===== src/shared/fes_pkg.sv =====
package fes_pkg;
	localparam int ADDR_W = 8;
	localparam int DATA_W = 8;
	localparam int FA_W = 24;
	localparam int NUM_BLK = 14;
	localparam int NUM_SMALL = 8;
	localparam int AREA_W = 3;

	typedef logic [ADDR_W-1:0] fes_addr_t;
	typedef logic [DATA_W-1:0] fes_data_t;
	typedef logic [FA_W-1:0] fes_faddr_t;

	// Register offsets
	localparam fes_addr_t OFS_CTRL = 8'h00;
	localparam fes_addr_t OFS_EB_LO = 8'h01;
	localparam fes_addr_t OFS_EB_HI = 8'h02;
	localparam fes_addr_t OFS_RAMEMU = 8'h03;
	localparam fes_addr_t OFS_STATUS = 8'h04;

	// Field positions
	localparam int CTRL_PERMIT_BIT = 6;
	localparam int HI_BLK13_BIT = 5;
	localparam int HI_BLK12_BIT = 4;
	localparam int HI_SEL_W = 6;
	localparam int RE_SEL_BIT = 3;
	localparam int RE_STORE_W = 5;
	localparam int ST_OVL_BIT = 0;
	localparam int ST_ERASE_BIT = 1;
	localparam int ST_HIGH_BIT = 2;
	localparam int ST_LARGE_BIT = 3;
	localparam int ST_IDX_LSB = 4;

	// Reset values
	localparam fes_data_t RST_CTRL = 8'h00;
	localparam fes_data_t RST_EB = 8'h00;
	localparam fes_data_t RST_RAMEMU = 8'h00;

	// Flash map
	localparam fes_faddr_t LOW_BASE = 24'h000000;
	localparam fes_faddr_t HIGH_BASE = 24'h100000;
	localparam fes_faddr_t AREA_SIZE = 24'h001000;
	localparam fes_faddr_t BLK_START [NUM_BLK] = '{
		24'h000000, 24'h001000, 24'h002000, 24'h003000,
		24'h004000, 24'h005000, 24'h006000, 24'h007000,
		24'h008000, 24'h010000, 24'h020000, 24'h030000,
		24'h040000, 24'h050000};
	localparam fes_faddr_t BLK_LAST [NUM_BLK] = '{
		24'h000fff, 24'h001fff, 24'h002fff, 24'h003fff,
		24'h004fff, 24'h005fff, 24'h006fff, 24'h007fff,
		24'h00ffff, 24'h01ffff, 24'h02ffff, 24'h03ffff,
		24'h04ffff, 24'h05ffff};
endpackage


===== src/shared/fes_map_if.sv =====
`timescale 1ns/1ps
// Request from the register side, answer from the address decoder
interface fes_map_if;
	import fes_pkg::*;
	logic [NUM_BLK-1:0] blockSel;
	logic [AREA_W-1:0] areaSel;
	logic overlayOn;
	logic highMap;
	logic eraseValid;
	fes_faddr_t eraseStart;
	fes_faddr_t eraseLast;
	fes_faddr_t overlayStart;
	fes_faddr_t overlayLast;
	modport ctl (output blockSel, output areaSel, output overlayOn, output highMap,
		input eraseValid, input eraseStart, input eraseLast,
		input overlayStart, input overlayLast);
	modport dec (input blockSel, input areaSel, input overlayOn, input highMap,
		output eraseValid, output eraseStart, output eraseLast,
		output overlayStart, output overlayLast);
endinterface


===== src/verilog/fes_map.sv =====
`timescale 1ns/1ps
// Combinational block-to-address decoder
module fes_map (
	fes_map_if.dec mp
);
	import fes_pkg::*;

	fes_faddr_t startTerm [NUM_BLK];
	fes_faddr_t lastTerm [NUM_BLK];
	fes_faddr_t base;

	// High map modes shift everything by one base
	assign base = mp.highMap ? HIGH_BASE : LOW_BASE;

	// Selection is one-hot, so an OR of gated terms is the mux
	genvar i;
	generate
		for (i = 0; i < NUM_BLK; i++) begin : gBlk
			assign startTerm[i] = mp.blockSel[i] ? BLK_START[i] : '0;
			assign lastTerm[i] = mp.blockSel[i] ? BLK_LAST[i] : '0;
		end
	endgenerate

	// Erase range of the selected block
	always_comb begin
		fes_faddr_t s;
		fes_faddr_t l;
		s = '0;
		l = '0;
		for (int k = 0; k < NUM_BLK; k++) begin
			s = s | startTerm[k];
			l = l | lastTerm[k];
		end
		mp.eraseValid = |mp.blockSel;
		mp.eraseStart = mp.eraseValid ? (base | s) : '0;
		mp.eraseLast = mp.eraseValid ? (base | l) : '0;
	end

	// Overlay window: one 4-kbyte small block per area code
	always_comb begin
		fes_faddr_t a;
		a = BLK_START[mp.areaSel];
		mp.overlayStart = mp.overlayOn ? (base | a) : '0;
		mp.overlayLast = mp.overlayOn ? ((base | a) + (AREA_SIZE - 24'h000001)) : '0;
	end
endmodule // fes_map


===== src/verilog/fes_top.sv =====
`timescale 1ns/1ps
// Erase block select and RAM overlay registers
module fes_top #(
	parameter bit LARGE_FLASH = 1'b1
) (
	input wire logic clk_sys,
	input wire logic rst,
	input wire fes_pkg::fes_addr_t regAddr,
	input wire fes_pkg::fes_data_t regWrData,
	input wire logic regWrStrobe,
	input wire logic regRdStrobe,
	output fes_pkg::fes_data_t regRdData,
	input wire logic memMapHighPin,
	output logic [fes_pkg::NUM_BLK-1:0] eraseBlockSel,
	output logic eraseValid,
	output fes_pkg::fes_faddr_t eraseStart,
	output fes_pkg::fes_faddr_t eraseLast,
	output logic overlayOn,
	output fes_pkg::fes_faddr_t overlayStart,
	output fes_pkg::fes_faddr_t overlayLast,
	output logic flashProtect
);
	import fes_pkg::*;

	localparam logic [HI_SEL_W-1:0] HI_MASK_SMALL = 6'h0f;
	localparam logic [HI_SEL_W-1:0] HI_MASK_LARGE = 6'h3f;
	localparam logic [HI_SEL_W-1:0] HI_MASK = LARGE_FLASH ? HI_MASK_LARGE : HI_MASK_SMALL;

	fes_map_if mp ();

	// Register state
	logic softwareWritePermit_q;
	fes_data_t eraseLower_q;
	fes_data_t eraseLower_d;
	fes_data_t eraseUpper_q;
	fes_data_t eraseUpper_d;
	logic [RE_STORE_W-1:0] ramEmu_q;
	fes_data_t rdData_q;
	logic syncA_q;
	logic syncB_q;

	// Decode of the bus strobes
	logic wrCtrl;
	logic wrLower;
	logic wrUpper;
	logic wrRamEmu;
	assign wrCtrl = regWrStrobe && (regAddr == OFS_CTRL);
	assign wrLower = regWrStrobe && (regAddr == OFS_EB_LO);
	assign wrUpper = regWrStrobe && (regAddr == OFS_EB_HI);
	assign wrRamEmu = regWrStrobe && (regAddr == OFS_RAMEMU);

	// Mode pin is asynchronous to clk_sys
	always_ff @(posedge clk_sys) begin
		if (rst) begin
			syncA_q <= 1'b0;
			syncB_q <= 1'b0;
		end else begin
			syncA_q <= memMapHighPin;
			syncB_q <= syncA_q;
		end
	end

	// Write permit bit in the control register
	always_ff @(posedge clk_sys) begin
		if (rst) begin
			softwareWritePermit_q <= RST_CTRL[CTRL_PERMIT_BIT];
		end else if (wrCtrl) begin
			softwareWritePermit_q <= regWrData[CTRL_PERMIT_BIT];
		end
	end

	// Candidate select values after this cycle's write
	logic [NUM_BLK-1:0] selCand;
	logic [4:0] selCount;
	always_comb begin
		eraseLower_d = eraseLower_q;
		eraseUpper_d = eraseUpper_q;
		if (wrLower) begin
			eraseLower_d = regWrData;
		end
		if (wrUpper) begin
			// Missing blocks in the small part keep their zero
			eraseUpper_d = {regWrData[7:HI_SEL_W],
				regWrData[HI_SEL_W-1:0] & HI_MASK};
		end
		selCand = {eraseUpper_d[HI_SEL_W-1:0], eraseLower_d};
		selCount = '0;
		for (int k = 0; k < NUM_BLK; k++) begin
			selCount = selCount + 5'(selCand[k]);
		end
	end

	// Both select registers share one clear path
	always_ff @(posedge clk_sys) begin
		if (rst) begin
			eraseLower_q <= RST_EB;
			eraseUpper_q <= RST_EB;
		end else if (!softwareWritePermit_q) begin
			// Held at zero, so writes cannot set any bit
			eraseLower_q <= RST_EB;
			eraseUpper_q <= RST_EB;
		end else if (selCount > 5'd1) begin
			// Ambiguous target: drop every select bit
			eraseLower_q <= RST_EB;
			eraseUpper_q <= RST_EB;
		end else begin
			eraseLower_q <= eraseLower_d;
			eraseUpper_q <= eraseUpper_d;
		end
	end

	// Emulation register: only bits 4..0 are stored
	always_ff @(posedge clk_sys) begin
		if (rst) begin
			ramEmu_q <= RST_RAMEMU[RE_STORE_W-1:0];
		end else if (wrRamEmu) begin
			ramEmu_q <= regWrData[RE_STORE_W-1:0];
		end
	end

	// Feed the decoder
	assign mp.blockSel = {eraseUpper_q[HI_SEL_W-1:0], eraseLower_q};
	assign mp.areaSel = ramEmu_q[AREA_W-1:0];
	assign mp.overlayOn = ramEmu_q[RE_SEL_BIT];
	assign mp.highMap = syncB_q;

	fes_map uMap (
		.mp(mp)
	);

	// Registered copies so data outputs come from flops
	always_ff @(posedge clk_sys) begin
		if (rst) begin
			eraseBlockSel <= '0;
			eraseValid <= 1'b0;
			eraseStart <= '0;
			eraseLast <= '0;
		end else begin
			eraseBlockSel <= mp.blockSel;
			eraseValid <= mp.eraseValid;
			eraseStart <= mp.eraseStart;
			eraseLast <= mp.eraseLast;
		end
	end

	// Overlay outputs; emulation protects the whole array
	always_ff @(posedge clk_sys) begin
		if (rst) begin
			overlayOn <= 1'b0;
			overlayStart <= '0;
			overlayLast <= '0;
			flashProtect <= 1'b0;
		end else begin
			overlayOn <= mp.overlayOn;
			overlayStart <= mp.overlayStart;
			overlayLast <= mp.overlayLast;
			flashProtect <= mp.overlayOn;
		end
	end

	// Index of the selected block for the status register
	logic [3:0] selIndex;
	always_comb begin
		selIndex = '0;
		for (int k = 0; k < NUM_BLK; k++) begin
			if (mp.blockSel[k]) begin
				selIndex = 4'(k);
			end
		end
	end

	// Read mux; unmapped addresses read zero
	fes_data_t rdMux;
	always_comb begin
		rdMux = '0;
		unique case (regAddr)
			OFS_CTRL: rdMux[CTRL_PERMIT_BIT] = softwareWritePermit_q;
			OFS_EB_LO: rdMux = eraseLower_q;
			OFS_EB_HI: rdMux = eraseUpper_q;
			OFS_RAMEMU: rdMux[RE_STORE_W-1:0] = ramEmu_q;
			OFS_STATUS: begin
				rdMux[ST_OVL_BIT] = mp.overlayOn;
				rdMux[ST_ERASE_BIT] = mp.eraseValid;
				rdMux[ST_HIGH_BIT] = syncB_q;
				rdMux[ST_LARGE_BIT] = LARGE_FLASH;
				rdMux[DATA_W-1:ST_IDX_LSB] = selIndex;
			end
			default: rdMux = '0;
		endcase
	end

	// Read data stands for one cycle only, zero otherwise
	always_ff @(posedge clk_sys) begin
		if (rst) begin
			rdData_q <= '0;
		end else begin
			rdData_q <= regRdStrobe ? rdMux : '0;
		end
	end
	assign regRdData = rdData_q;
endmodule // fes_top


===== config.mk =====
export PLATFORM = sky130hd
export DESIGN_NAME = fes_top
export DESIGN_NICKNAME = d
export VERILOG_FILES = /design/src/shared/fes_pkg.sv /design/src/shared/fes_map_if.sv /design/src/verilog/fes_map.sv /design/src/verilog/fes_top.sv
export SDC_FILE = /design/constraint.sdc
export NUM_CORES = 1
export LEC_CHECK = 0
export BUFFER_PORTS_ARGS = -buffer_cell sky130_fd_sc_hd__buf_4
export CORE_UTILIZATION = 42
export CTS_BUF_LIST = sky130_fd_sc_hd__clkbuf_16
export DETAILED_ROUTE_END_ITERATION = 6
export GPL_ROUTABILITY_DRIVEN = 0
export GPL_TIMING_DRIVEN = 0
export PLACE_DENSITY = 0.74
export SLEW_MARGIN = 20
export SYNTH_ARGS = -nofsm -noshare
export SYNTH_HDL_FRONTEND = slang
export SYNTH_SLANG_ARGS = --single-unit
export TNS_END_PERCENT = 100

===== constraint.sdc =====
create_clock -name clk_sys -period 5.35 [get_ports clk_sys]
set_input_delay 0.535 -clock clk_sys [delete_from_list [all_inputs] [get_ports clk_sys]]
set_output_delay 0.535 -clock clk_sys [all_outputs]
set_load 0.02 [all_outputs]

==> flow_summary.html <==
<table>
<tr><th>Metric</th><th>Value</th></tr>
<tr><th colspan="2">Critical path</th></tr>
<tr><td>Crit path largest cell delay</td><td>0.55 ns</td></tr>
<tr><td>Crit-path leading delay family</td><td>adder cells</td></tr>
<tr><td>Most common cell on crit path</td><td>fa_1</td></tr>
<tr><td>CP max stage cell</td><td>or4_4</td></tr>
<tr><td>Signal arrival time at the worst endpoint</td><td>5.45 ns</td></tr>
<tr><td>Buffers plus inverters on the worst setup path</td><td>5</td></tr>
<tr><td>Data required, critical path</td><td>5.62 ns</td></tr>
<tr><td>Startpoint type of the worst setup path</td><td>input pin</td></tr>
<tr><td>Critical path capture point type</td><td>register</td></tr>
<tr><td>Maximum fanout along the worst path</td><td>7</td></tr>
<tr><td>Crit path cell chain</td><td>buf_4 -&gt; or4_4 -&gt; nor2_4 -&gt; and4b_1 -&gt; buf_6 -&gt; mux2_4 -&gt; fa_1 -&gt; inv_1 -&gt; fa_1 -&gt; fa_1 -&gt; inv_1 -&gt; fa_1 -&gt; ha_2 -&gt; fa_1 -&gt; nor4b_2 -&gt; nand2_1 -&gt; buf_4 -&gt; and2b_1</td></tr>
<tr><td>Path type of the worst setup path</td><td>in -&gt; reg</td></tr>
<tr><th colspan="2">STA</th></tr>
<tr><td>Setup repair after global routing missed its margin</td><td>no</td></tr>
<tr><td>Achievable clock frequency</td><td>193 MHz</td></tr>
<tr><td>Post-route clock period utilization</td><td>96.8%</td></tr>
<tr><td>Sum of negative setup slack</td><td>0 ns</td></tr>
<tr><td>Final setup skew</td><td>0.00291 ns</td></tr>
<tr><td>Fin. max-slew vios</td><td>0</td></tr>
<tr><td>Worst Slack Setup Final</td><td>0.172 ns</td></tr>
<tr><td>Final count of negative-setup-slack endpoints</td><td>0</td></tr>
<tr><td>Actual transition at the worst max-transition pin</td><td>0.622 ns</td></tr>
<tr><td>Number of hold-slack violations in the final timing report</td><td>0</td></tr>
<tr><td>Post-layout min period</td><td>5.18 ns</td></tr>
<tr><td>Max-slew headroom</td><td>58.2%</td></tr>
<tr><th colspan="2">Power and ir drop</th></tr>
<tr><td>Lkg Pwr</td><td>2.40 nW</td></tr>
<tr><td>Cell Pwr Density</td><td>239 nW/um^2</td></tr>
<tr><td>Worst voltage drop across the vdd grid</td><td>0.000120 V</td></tr>
<tr><td>Power Total</td><td>1.14 mW</td></tr>
<tr><th colspan="2">Place</th></tr>
<tr><td>Worst-case setup slack after placement</td><td>-0.441 ns</td></tr>
<tr><td>Cell area after placement</td><td>4390 sq um</td></tr>
<tr><td>Buffers on Ports</td><td>92</td></tr>
<tr><td>Detailed placer's ending HPWL</td><td>5600 microns</td></tr>
<tr><th colspan="2">CTS</th></tr>
<tr><td>Clk buf depth</td><td>2</td></tr>
<tr><td>TritonCTS sink count</td><td>66</td></tr>
<tr><td>Clock network latency to the later pin of the worst-skew pair</td><td>0.32 ns</td></tr>
<tr><td>H-tree level count</td><td>3</td></tr>
<tr><td>Total clock buffers created by CTS</td><td>9</td></tr>
<tr><td>Total of hold buffers inserted after clock tree synthesis</td><td>0</td></tr>
<tr><td>Clock root cell</td><td>clkbuf_16</td></tr>
<tr><td>Clock transition time at the flip-flop clock pins of the worst setup and hold paths</td><td>0.05 ns</td></tr>
<tr><td>Clock tree from TritonCTS</td><td>yes</td></tr>
<tr><th colspan="2">Synthesis</th></tr>
<tr><td>Share of synthesized flip-flops with an asynchronous set or reset</td><td>0%</td></tr>
<tr><td>Instance count of the mapped netlist</td><td>342</td></tr>
<tr><td>Number of flops mapped to enable cells by yosys</td><td>0</td></tr>
<tr><td>Syn avg cell area</td><td>9.89 sq um</td></tr>
<tr><td>Main flop type after synthesis</td><td>dfxtp_1</td></tr>
<tr><td>Seq cells post-synth</td><td>66</td></tr>
<tr><td>Post-Syn Area</td><td>3380 sq um</td></tr>
<tr><td>Number of library cell types mapped by synthesis</td><td>45</td></tr>
<tr><td>Sequential fraction of the synthesis area</td><td>39.1%</td></tr>
<tr><td>Syn. warnings</td><td>0</td></tr>
<tr><th colspan="2">Detailed routing</th></tr>
<tr><td>Wire per inst</td><td>12.1 microns</td></tr>
<tr><td>Total number of vias</td><td>2651</td></tr>
<tr><td>DRC Markers</td><td>0</td></tr>
<tr><td>Via/cell ratio</td><td>4.38</td></tr>
<tr><td>First DRT Iteration DRCs</td><td>182</td></tr>
<tr><td>Number of search-and-repair iterations in the first detailed-routing pass</td><td>4</td></tr>
<tr><td>Post-detailed-routing wire length</td><td>7300 microns</td></tr>
<tr><td>ANT nets after route</td><td>0</td></tr>
<tr><th colspan="2">Global route</th></tr>
<tr><td>First-pass GRT wire length</td><td>12000 microns</td></tr>
<tr><td>Total global-route track usage</td><td>18.5%</td></tr>
<tr><td>Pin count of the biggest net entering global routing</td><td>13</td></tr>
<tr><td>Via count of the first global-routing pass</td><td>2535</td></tr>
<tr><td>Final global-route overflow total</td><td>0</td></tr>
<tr><td>Antenna violations before repair</td><td>0</td></tr>
<tr><th colspan="2">Cells and area</th></tr>
<tr><td>Cell area after layout</td><td>4780 sq um</td></tr>
<tr><td>Commonest cells after routing, fill and taps aside</td><td>177 x buf_4, 66 x dfxtp_1, 48 x conb_1</td></tr>
<tr><td>Ant. Diodes</td><td>0</td></tr>
<tr><td>Most common cell after layout, fill and taps aside</td><td>buf_4</td></tr>
<tr><td>Number of nets in the layout</td><td>531</td></tr>
<tr><td>Proportion of layout cells with a drive suffix above 1</td><td>42.9%</td></tr>
<tr><td>Relative area change from synthesis to final layout</td><td>41.2%</td></tr>
<tr><th colspan="2">Die</th></tr>
<tr><td>Starting Density</td><td>43.6%</td></tr>
<tr><td>I/O pins</td><td>142</td></tr>
<tr><td>Area of the core region</td><td>7770 sq um</td></tr>
<tr><td>Num rows</td><td>32</td></tr>
<tr><td>Die footprint</td><td>8420 sq um</td></tr>
<tr><td>DIE WIDTH</td><td>91.8 microns</td></tr>
<tr><td>Floorplan die height</td><td>91.8 microns</td></tr>
<tr><th colspan="2">Hold path</th></tr>
<tr><td>Worst hold-check path type</td><td>in -&gt; reg</td></tr>
<tr><th colspan="2">Run</th></tr>
<tr><td>Count of maximum capacitance violations</td><td>0</td></tr>
<tr><th colspan="2">Status</th></tr>
<tr><td>Status</td><td>finished, final reports clean</td></tr>
</table>
-- repair_timing --
| item | CTS | global route |
|---|---|---|
| gates resized for setup | 0 | 10 |
| endpoints found under the hold margin | 0 | 0 |
| setup endpoints to repair | 10 | 16 |
| pin swaps | 1 | 4 |
| gates cloned | 0 | 0 |
| setup buffers | 1 | 5 |
-- final timing paths --
kind / to / cells after the start / start / slack (ns)
worst min register to register: mp.highMap / 1 / syncA_q / 0.46
worst max register to register: eraseLower_q[0] / 13 / eraseLower_q[7] / 1.01
worst max-delay path: eraseLower_q[0] / 18 / regAddr[3] / 0.17
worst min-delay path: syncA_q / 2 / memMapHighPin / 0.43
-- report_power, final --
part           switching, mW  internal [mW]  leakage (nW)
Sequential          0.000494          0.493         0.532
Combinational         0.0542         0.0394          1.73
Clock                  0.199          0.354         0.138
-- synthesized netlist by cell type (3+ instances only) --
cell type	n	share of area (%)
fa_1	9	5.3
mux2i_1	16	4.7
nor2_1	30	3.3
dfxtp_1	66	39
mux2_4	9	4.0
nand3_1	4	0.59
a21oi_1	8	1.2
and2b_1	7	1.6
buf_4	79	18
nor2b_1	27	5.0
inv_1	14	1.6
a22oi_1	4	0.89
o21ai_0	4	0.59
ha_1	3	1.1
clkbuf_1	7	0.78
a22o_1	5	1.3
and2_1	5	0.92
mux2_2	3	1.0
nor4_1	4	0.74
nand2_1	7	0.78
nand2b_1	3	0.55
-- area by class of cell --
class                           instances  area [sq um]
Inverter                               14          52.6
Clock buffer                            9           225
Fill cell                             670          2990
Tap cell                              102           128
Sequential cell                        66          1320
Buffer                                 89           658
Clock inverter                          7          61.3
Multi-Input combinational cell        220          1590
Timing Repair Buffer                   98           736
-- routing by layer --
metal / global-route usage, % / vias to the layer above / wire length (microns)
li1: - / 1318 / -
met4: 9.64 / 0 / 200
met1: 21.0 / 1171 / 2850
met2: 31.2 / 146 / 3460
met3: 5.89 / 16 / 792
met5: 0 / - / 0
-- metrics by stage --
| stage | std cells | hold slack (ns) | util (%) |
|---|---|---|---|
| after global placement | 583 | 0.430 | 56.5 |
| after detailed placement | 583 | 0.431 | 56.5 |
| after global routing | 605 | 0.437 | 61.5 |
| final | 605 | 0.431 | 61.5 |
| after floorplan | 389 | 0.414 | - |
| after CTS | 600 | 0.431 | 60.3 |
-- cells by family (layout without fill, tap and decap cells) --
group / Yosys count / in the layout / synth area share, %
buffers and inverters: 103 / 217 / 20.7
AO/OA/AOI/OAI: 30 / 30 / 6.36
multiplexers: 28 / 28 / 9.73
AND/OR/NAND/NOR: 100 / 100 / 17.1
flip-flops: 66 / 66 / 39.1
other: 1 / 48 / 0.111
XOR/XNOR: 2 / 2 / 0.518
adder cells (fa/ha/maj): 12 / 12 / 6.43
-- flip-flops by register name (all words and copies together), names as in the netlist, 4 cells and up --
signal / flops
overlayLast: 4
eraseLower_q: 8
eraseLast: 9
eraseBlockSel: 14
eraseUpper_q: 8
eraseStart: 4
regRdData: 8
ramEmu_q: 5
Note: power is estimated with default switching activity, not from simulation.
